### config.mk
export PLATFORM = sky130hd
export DESIGN_NAME = virc_top
export DESIGN_NICKNAME = d
export VERILOG_FILES = /design/src/logic/virc_pkg.sv /design/src/logic/virc_arbiter.sv /design/src/logic/virc_top.sv
export VERILOG_INCLUDE_DIRS = /design/src /design/src/logic
export SDC_FILE = /design/constraint.sdc
export NUM_CORES = 1
export LEC_CHECK = 0
export ABC_AREA = 1
export BUFFER_PORTS_ARGS = -buffer_cell sky130_fd_sc_hd__buf_2
export CAP_MARGIN = 25
export CORE_ASPECT_RATIO = 2
export CORE_MARGIN = 3
export CORE_UTILIZATION = 28
export CTS_BUF_LIST = sky130_fd_sc_hd__clkbuf_2 sky130_fd_sc_hd__clkbuf_4 sky130_fd_sc_hd__clkbuf_8
export CTS_CLUSTER_SIZE = 16
export DETAILED_ROUTE_END_ITERATION = 10
export GPL_TIMING_DRIVEN = 1
export PLACE_DENSITY = 0.48
export RECOVER_POWER = 50
export SYNTH_ARGS = -nofsm -noshare
export SYNTH_HDL_FRONTEND = slang
export SYNTH_SLANG_ARGS = --single-unit
export TNS_END_PERCENT = 1
### constraint.sdc
create_clock -name core_clk_i -period 10.72 [get_ports core_clk_i]
set_input_delay 1.072 -clock core_clk_i [delete_from_list [all_inputs] [get_ports core_clk_i]]
set_output_delay 1.072 -clock core_clk_i [all_outputs]
set_load 0.1 [all_outputs]
### src/logic/virc_map.svh
// register offsets, field positions and reset values for the interrupt
// request controller; definitions only, included by the package users
//
// Summary of operation
// - a source request sets its pending bit to one
// - with global enable set, pending enabled requests interrupt the cpu
// - with global enable clear, no cpu signal; pending bits stay readable
// - bank0: timer1 bit6, timer0 bit5, rx bit4, tx bit3, adc bit0
// - flag one means request awaiting service, zero means none
// - enable pair decodes 00 off, 01 low, 10 medium, 11 high
// - pin high and low enable bits live in two registers, bit x each
// - pin 7 shared with low-voltage detector, pin 6 with comparator
// - watchdog and oscillator-fail traps are not handled here
`ifndef VIRC_MAP_SVH
`define VIRC_MAP_SVH

`define VIRC_OFS_PEND0 12'hFC0
`define VIRC_OFS_PEND1 12'hFC3
`define VIRC_OFS_PHI0 12'hFC1
`define VIRC_OFS_PLO0 12'hFC2
`define VIRC_OFS_PINHI 12'hFC4
`define VIRC_OFS_PINLO 12'hFC5
`define VIRC_OFS_SSEL 12'hFC6
`define VIRC_OFS_GCTL 12'hFC7
`define VIRC_OFS_IMASK 12'hFC8
`define VIRC_BIT_T1 6
`define VIRC_BIT_T0 5
`define VIRC_BIT_RX 4
`define VIRC_BIT_TX 3
`define VIRC_BIT_ADC 0
`define VIRC_BANK0_MASK 8'h79
`define VIRC_SSEL_MASK 8'hC0
`define VIRC_RST_BYTE 8'h00

`endif

### src/logic/virc_pkg.sv
// types shared by the interrupt request controller files
// assumes the map header for numeric constants
`default_nettype none

package virc_pkg;
    typedef enum logic [1:0] {
        VIRC_OFF,
        VIRC_LOW,
        VIRC_MED,
        VIRC_HIGH
    } virc_level_t;

    // register port request carried as one word
    typedef struct packed {
        logic [11:0] addr;
        logic [7:0] wdata;
        logic wr;
        logic rd;
    } virc_req_t;

    // vector presented to the cpu
    typedef struct packed {
        logic valid;
        logic [3:0] source;
    } virc_vec_t;
endpackage

`default_nettype wire

### src/logic/virc_arbiter.sv
// priority pick among sixteen request lines
// assumes pending and level vectors come from the same clock domain
`timescale 1ns/10ps
`default_nettype none

module virc_arbiter #(
    parameter int NSRC = 16
) (
    // inputs
    input wire logic [NSRC-1:0] pend_i,
    input wire logic [2*NSRC-1:0] level_i,
    // outputs
    output logic found_o,
    output logic [3:0] idx_o
);
    import virc_pkg::*;

    // the four-bit index cannot name more than sixteen lines
    if (NSRC > 16 || NSRC < 1) begin : g_bad_nsrc
        $error("virc_arbiter: NSRC must be 1..16");
    end

    // scan indices high to low; lower index wins ties
    always_comb begin
        logic [1:0] best;
        logic [1:0] lv;
        best = 2'h0;
        lv = 2'h0;
        found_o = 1'b0;
        idx_o = 4'h0;
        for (int i = NSRC - 1; i >= 0; i--) begin
            lv = level_i[2*i +: 2];
            if (pend_i[i] && lv != 2'h0 && lv >= best) begin
                best = lv;
                found_o = 1'b1;
                idx_o = 4'(i);
            end
        end
    end
endmodule

`default_nettype wire

### src/logic/virc_top.sv
// interrupt request capture, priority decode and cpu vector request
// assumes sources are one-cycle pulses on core_clk_i, pins arrive raw
//
// The address-and-strobe port was decided locally.
`timescale 1ns/10ps
`default_nettype none
`include "virc_map.svh"

module virc_top (
    // clock and reset
    input wire logic core_clk_i,
    input wire logic rst_i,
    // peripheral events, same clock domain
    input wire logic second_timer_request_i,
    input wire logic first_timer_request_i,
    input wire logic serial_receive_request_i,
    input wire logic serial_transmit_request_i,
    input wire logic converter_request_i,
    input wire logic low_voltage_detector_i,
    input wire logic comparator_i,
    // raw port pins
    input wire logic [7:0] pin_i,
    // register port
    input wire virc_pkg::virc_req_t req_i,
    output logic [7:0] rdata_o,
    // cpu side
    input wire logic global_enable_i,
    input wire logic ack_i,
    input wire logic [3:0] ack_src_i,
    output virc_pkg::virc_vec_t vec_o,
    output logic irq_o
);
    import virc_pkg::*;

    // --------------------------------------------------------------
    // pin synchronisers and edge detect
    // --------------------------------------------------------------
    logic [7:0] pin_s1;
    logic [7:0] pin_s2;
    logic [7:0] pin_s3;
    logic [7:0] shsel;

    // two flops before anything looks at a pin
    always_ff @(posedge core_clk_i) begin
        if (rst_i) begin
            pin_s1 <= 8'h00;
            pin_s2 <= 8'h00;
            pin_s3 <= 8'h00;
        end else begin
            pin_s1 <= pin_i;
            pin_s2 <= pin_s1;
            pin_s3 <= pin_s2;
        end
    end

    // rising edges; pins 6 and 7 may be replaced by shared sources
    logic [7:0] pin_evt;
    always_comb begin
        pin_evt = pin_s2 & ~pin_s3;
        if (shsel[7]) begin
            pin_evt[7] = low_voltage_detector_i;
        end
        if (shsel[6]) begin
            pin_evt[6] = comparator_i;
        end
    end

    // --------------------------------------------------------------
    // event vectors
    // --------------------------------------------------------------
    logic [7:0] evt0;
    logic [15:0] evt;
    always_comb begin
        evt0 = 8'h00;
        evt0[`VIRC_BIT_T1] = second_timer_request_i;
        evt0[`VIRC_BIT_T0] = first_timer_request_i;
        evt0[`VIRC_BIT_RX] = serial_receive_request_i;
        evt0[`VIRC_BIT_TX] = serial_transmit_request_i;
        evt0[`VIRC_BIT_ADC] = converter_request_i;
        evt = {pin_evt, evt0};
    end

    // --------------------------------------------------------------
    // register decode
    // --------------------------------------------------------------
    logic [15:0] pend;
    logic [7:0] phi0;
    logic [7:0] plo0;
    logic [7:0] pinhi;
    logic [7:0] pinlo;
    logic [7:0] imask;
    logic wr_pend0;
    logic wr_pend1;

    assign wr_pend0 = req_i.wr && req_i.addr == `VIRC_OFS_PEND0;
    assign wr_pend1 = req_i.wr && req_i.addr == `VIRC_OFS_PEND1;

    // priority, select and mask registers
    always_ff @(posedge core_clk_i) begin
        if (rst_i) begin
            phi0 <= `VIRC_RST_BYTE;
            plo0 <= `VIRC_RST_BYTE;
            pinhi <= `VIRC_RST_BYTE;
            pinlo <= `VIRC_RST_BYTE;
            shsel <= `VIRC_RST_BYTE;
            imask <= `VIRC_RST_BYTE;
        end else if (req_i.wr) begin
            unique case (req_i.addr)
                `VIRC_OFS_PHI0: phi0 <= req_i.wdata & `VIRC_BANK0_MASK;
                `VIRC_OFS_PLO0: plo0 <= req_i.wdata & `VIRC_BANK0_MASK;
                `VIRC_OFS_PINHI: pinhi <= req_i.wdata;
                `VIRC_OFS_PINLO: pinlo <= req_i.wdata;
                `VIRC_OFS_SSEL: shsel <= req_i.wdata & `VIRC_SSEL_MASK;
                `VIRC_OFS_IMASK: imask <= req_i.wdata;
                default: ;
            endcase
        end
    end

    // --------------------------------------------------------------
    // pending flags, one per source
    // --------------------------------------------------------------
    logic [15:0] wclr;
    logic [15:0] aclr;
    logic [15:0] valid_mask;
    assign valid_mask = {8'hFF, `VIRC_BANK0_MASK};

    always_comb begin
        wclr = 16'h0000;
        aclr = 16'h0000;
        if (wr_pend0) begin
            wclr[7:0] = ~req_i.wdata;
        end
        if (wr_pend1) begin
            wclr[15:8] = ~req_i.wdata;
        end
        if (ack_i) begin
            aclr[ack_src_i] = 1'b1;
        end
    end

    genvar g;
    generate
        for (g = 0; g < 16; g++) begin : g_pend
            always_ff @(posedge core_clk_i) begin
                if (rst_i || !valid_mask[g]) begin
                    pend[g] <= 1'b0;
                end else if (evt[g]) begin
                    pend[g] <= 1'b1;
                end else if (wclr[g] || aclr[g]) begin
                    pend[g] <= 1'b0;
                end
            end
        end
    endgenerate

    // --------------------------------------------------------------
    // priority levels and arbitration
    // --------------------------------------------------------------
    logic [31:0] level;
    always_comb begin
        for (int i = 0; i < 8; i++) begin
            level[2*i +: 2] = {phi0[i], plo0[i]};
            level[16 + 2*i +: 2] = {pinhi[i], pinlo[i]};
        end
    end

    logic found;
    logic [3:0] win;
    virc_arbiter #(.NSRC(16)) u_arb (
        .pend_i(pend),
        .level_i(level),
        .found_o(found),
        .idx_o(win)
    );

    // vector to cpu only while globally enabled
    always_ff @(posedge core_clk_i) begin
        if (rst_i) begin
            vec_o <= '0;
        end else begin
            vec_o.valid <= found && global_enable_i;
            vec_o.source <= win;
        end
    end

    // --------------------------------------------------------------
    // summary interrupt from status and mask
    // --------------------------------------------------------------
    always_ff @(posedge core_clk_i) begin
        if (rst_i) begin
            irq_o <= 1'b0;
        end else begin
            irq_o <= global_enable_i && |(pend[7:0] & imask);
        end
    end

    // read data one cycle after the strobe, zero otherwise
    always_ff @(posedge core_clk_i) begin
        if (rst_i || !req_i.rd) begin
            rdata_o <= 8'h00;
        end else begin
            unique case (req_i.addr)
                `VIRC_OFS_PEND0: rdata_o <= pend[7:0];
                `VIRC_OFS_PEND1: rdata_o <= pend[15:8];
                `VIRC_OFS_PHI0: rdata_o <= phi0;
                `VIRC_OFS_PLO0: rdata_o <= plo0;
                `VIRC_OFS_PINHI: rdata_o <= pinhi;
                `VIRC_OFS_PINLO: rdata_o <= pinlo;
                `VIRC_OFS_SSEL: rdata_o <= shsel;
                `VIRC_OFS_IMASK: rdata_o <= imask;
                default: rdata_o <= 8'h00;
            endcase
        end
    end

    // each synchronised rise of a pin not taken over by a shared source lands in its flag
    for (genvar k = 0; k < 8; k++) begin : g_pin_chk

    end
endmodule

`default_nettype wire

* Word-level counts from Yosys, hierarchy flattened
Cells that the tools add are included.
** Cells by class
- Bitwise operators :: 4
- Magnitude comparators :: 15
- $add $sub $neg :: 0
- Shift operators :: 0
- $mul :: 0
- Multiplexer cells :: 71
- Equal/unequal tests :: 8
- Reductions and logical operators :: 82
- Div/mod/pow operators :: 0
** Operators with widths (count)
- $eq A12 B12 Y1 const B :: 8
- $pmux W8 S8 :: 1
- $reduce_bool A2 Y1 :: 26
- $mux W1 :: 42
- $mux W4 :: 8
- $logic_and A1 B1 Y1 :: 31
- $mux W2 :: 13
- $ge A2 B2 Y1 :: 12
- $mux W16 :: 1
- $not A8 Y8 :: 2
- $logic_or A1 B1 Y1 :: 14
- $reduce_and A2 Y1 :: 6
- $mux W3 :: 3
- $and A7 B8 Y8 :: 1
- $and A8 B8 Y8 :: 1
- $mux W8 :: 1
- $reduce_or A8 Y1 :: 1
- $mux W7 :: 1
- $reduce_or A6 Y1 :: 1
- $lt A4 B5 Y1 const B :: 1
- $demux W1 S4 :: 1
- $ge A4 B1 Y1 const B :: 1
- $reduce_or A3 Y1 :: 1
- $ge A2 B1 Y1 const B :: 1
- other kinds (2) :: 2
** Storage, ports and cells
- Memories :: 0
- ROM bits :: 0
- Memory bits (writable) :: 0
- Input port bits :: 45
- Word-level logic and storage cells :: 208
- Bits in latches :: 0
- Register bits :: 87

* Longest topological paths before layout
- Depth after elaboration :: 41
- Depth in mapped cells :: 97

* Cells and area by module
A second synthesis with hierarchy kept.
** Unflattened totals
- Cells, all modules :: 749
- Area, all modules :: 5042.3 um2
** By module, submodules not included
- virc_top :: area each 3672.3 um2, seq. area each 1741.7 um2, cells each 499, instances 1
- virc_arbiter :: area each 1370.1 um2, seq. area each 0.0 um2, cells each 250, instances 1

* Worst setup path after synthesis
No wires, ideal clock.
- Kind :: register -> register
- From :: reg pinhi[7]
- To :: reg vec_o[4] (netlist bit)
- Data required time :: 10.610 ns
- Period minus slack after synthesis :: 10.580 ns
- Arrival :: 10.470 ns
- Setup slack :: 0.140 ns
- Stages on the path, launching flop included :: 90
- Path through :: dfxtp_1 > inv_2 > nand2_2 > nand3_1 > ha_1 > nand2_1 > nand3_1 > nand2_4 > o21ai_0 > inv_1 > ha_1 > o21ai_0 > nand3_1 > nand2_2 > nand2_1 > and2_1 > ha_1 > inv_1 > [... 54 more ...] > nor2_1 > nand3_1 > and2_1 > ha_1 > o21a_1 > o21ai_0 > inv_1 > o21ai_0 > nand3_1 > nand2_1 > ha_1 > o21a_1 > o221ai_1 > nand2_1 > nor2_1 > nand4_1 > nand3_1 > inv_1
** On the way
- Longest elaborated chain between the ends :: 41
- Elaborated cells on any way between the ends :: 54
** RTL lines
- from (decl) :: RTL line virc_top.sv:89 : logic [7:0] pinhi;
- from (signal assigned) :: RTL line virc_top.sv:103 : pinhi <= `VIRC_RST_BYTE;
- from (signal assigned) :: RTL line virc_top.sv:111 : `VIRC_OFS_PINHI: pinhi <= req_i.wdata;
- parallel branches: the longest is 39 deep, another holds $ge A2 B1 Y1
- $mux W1 (*) :: RTL line virc_arbiter.sv:33 : if (pend_i[i] && lv != 2'h0 && lv >= best) begin
- $logic_and A1 B1 Y1 (*) :: RTL line virc_top.sv:182 : vec_o.valid <= found && global_enable_i;
- to (decl) :: RTL line virc_top.sv:30 : output virc_pkg::virc_vec_t vec_o,
Every way passes the cells marked *.
A chain may end at the register's enable or synchronous reset.

* Worst setup path in the final report
Same ends and word-level chain as after synthesis.

==> flow_summary.toml <==
[clock_tree]
postCtsHoldBufs = 0
cts_root_buffer = "clkbuf_8"
tritoncts = "built"
cts.path.max_buffers = 2
cts.sinks = 87
insertion_delay_ns = 0.39
tritoncts.num_buffers = 9
htree_num_levels = 3
clk_pin_slew_worst_paths_ns = 0.09

[grt]
grt_pass1_wl_um = 23300
grt_antenna_before_repair = 0
grt.total_usage = 0.177
grt_max_degree = 56
grt_pass1_vias = 4560
grt-ovfl-total = 0

[sta]
max_freq_mhz = 93.8
worst_slew_pin_slew_ns = 1.00
max_slew_margin = 0.326
rsz0062_at_grt = "true"
fin_ws_ns = 0.0567
hold_viol = 0
setup_tns_ns = 0
final_max_slew_viol_count = 0
setup_viol = 0
post-route-period-util = 0.995
post-route-min-period_ns = 10.66
fin_skew_ns = 0.0151

[worst_setup_path]
path_common_cell = "buf_4"
critical-path-top-delay-family = "buffers and inverters"
max_stage_delay_ns = 0.37
cp_data_arrival_time_ns = 10.98
critPathBufInv = 48
cp-end-kind = "register"
r2r_setup_slack_ns = 0.06
crit_slowest_cell = "dfxtp_2"
cp_max_fo = 3
start_kind = "register"
critPathRequiredTime_ns = 11.04
path_class = "reg2reg"

[yosys]
synthesis.nets = 673
synth_cell_types = 43
syn_area_sq_um = 4530
yosysMostFrequentCell = "inv_1"
synth.area.top_cells = "dfxtp_1, inv_1, nand2_1"
synth_edf_count = 0
avgSynthCellArea_sq_um = 7.39
synthCells = 613
synth_common_cells = "inv_1, dfxtp_1, nand2_1"
yosys_warnings = 0
async_reset_ff_frac = 0
yosysTopAreaCellShare = 0.384
synth-seq-area-share = 0.384
ys_ff_latch = 87
yosysTopAreaCell = "dfxtp_1"
synth_top_flop_cell = "dfxtp_1"

[die]
dieWidth_um = 95.9
ioPinCount = 59
start_util = 0.286
die_y_um = 186
die_area_sq_um = 17800
fp-row-count = 65
core_area_sq_um = 15900

[final_layout]
final_util = 0.401
diodes = 0
fill_cells = 1620
final_layout_size_suffix_gt1_frac = 0.378
num-nets-final = 830
final-instance-count-excl-fill = 976
stdcell_area_sq_um = 6360
synthToLayoutAreaGrowth_pct = 40.5

[placed_design]
portBuffers = 58
place_area_sq_um = 5330
dp_hpwl_um = 11300
dpl_worst_slack_ns = -0.768
gp_congestion = 0.888
dpl.cell_count = 900

[detailed_routing]
drc_errors = 0
wire_per_inst_um = 16.0
num_vias = 4709
wirelength_um = 15600
first_pass_iters = 4
first_iter_violations = 259
antenna_left = 0
avgViaCountPerCell = 4.82

[min_path]
hold_class = "reg2reg"

[pwr]
powerDensity_nw_per_um2 = 99.8
p_leak_nw = 2.80
ir_worst_vdd_mv = 0.0793

[status]
status = "finished, final reports clean"

[run]
maxCapViolCount = 0
metrics by stage:
stage	power [mW]	hold WS (ns)
after detailed placement	0.382	0.395
final	0.635	0.403
after floorplan	0.360	0.388
after global routing	0.658	0.422
after CTS	0.643	0.408
after global placement	0.381	0.390
worst register-to-register path, delay by kind of cell (launching register included):
kind	cells	cell delay [ns]
AO/OA/AOI/OAI	3	0.51
adder cells (fa/ha/maj)	6	1.57
buffers and inverters	48	5.41
flip-flops	1	0.37
AND/OR/NAND/NOR	34	2.74
cell usage in the layout (no fill, tap or decap), types with 5 or more instances in the layout:
cell / n
nor2_2: 9
buf_2: 58
buf_4: 99
dfxtp_1: 84
a221oi_1: 6
o2111ai_1: 7
o21ai_2: 9
a21oi_1: 34
nand4_1: 7
nor2_1: 63
o22ai_1: 10
nand2_4: 7
nor3_1: 5
o211ai_1: 5
nand2_1: 59
a31oi_1: 5
o21ai_0: 28
clkbuf_8: 9
a211oi_1: 16
nand3_2: 20
nand3_1: 19
o31ai_1: 7
inv_1: 104
inv_2: 12
and2_4: 5
ha_4: 10
nand2_2: 28
ha_1: 5
area by class of cell:
type	instances	area, sq um	area share
Multi-Input combinational cell	397	2660	0.418
Sequential cell	87	1750	0.274
Timing Repair Buffer	159	1060	0.166
Inverter	116	435	0.0684
Tap cell	201	251	0.0395
Clock buffer	9	124	0.0195
Clock inverter	7	95.1	0.0149
flip-flops by register name (all words and copies together) (netlist names), 8 cells and up:
register / count
pin_s3: 8
pinhi: 8
imask: 8
pin_s1: 8
pin_s2: 8
rdata_o: 8
pinlo: 8
pend: 13
report_power, final:
group	internal (mW)	switching, mW	leakage (nW)
combinational	0.0130	0.0265	1.98
clock	0.132	0.128	0.110
sequential	0.330	0.00549	0.709
total	0.475	0.160	2.80
layer usage:
| layer | share of wire | track usage | routed length [um] |
|---|---|---|---|
| met5 | 0 | 0 | 0 |
| met4 | 0.060 | 0.123 | 946 |
| met3 | 0.039 | 0.0222 | 604 |
| met2 | 0.54 | 0.323 | 8440 |
| met1 | 0.36 | 0.180 | 5650 |
kinds of logic (layout without fill, tap and decap cells):
group,Yosys count,after routing,share of synthesized area
buf+inv,129,291,0.108
flops,87,87,0.384
simple gates,235,235,0.259
fa+ha+maj,15,15,0.0414
compound gates,147,147,0.207
path summary, 6_finish.rpt:
path / end / cells past startpoint / start
worst min register to register: pin_s2[1] / 2 / pin_s1[1]
worst max register to register: vec_o[4] / 91 / pinhi[7]
worst max-delay path: vec_o[4] / 91 / pinhi[7]
worst min-delay path: pin_s2[1] / 2 / pin_s1[1]
what timing repair did:
| action | in CTS | in global routing |
|---|---|---|
| buffers inserted | 44 | 17 |
| resized for setup | 28 | 67 |
| setup endpoints to repair | 5 | 5 |
| pin swaps | 16 | 54 |
No activity file was read; power rests on OpenSTA's default activity.
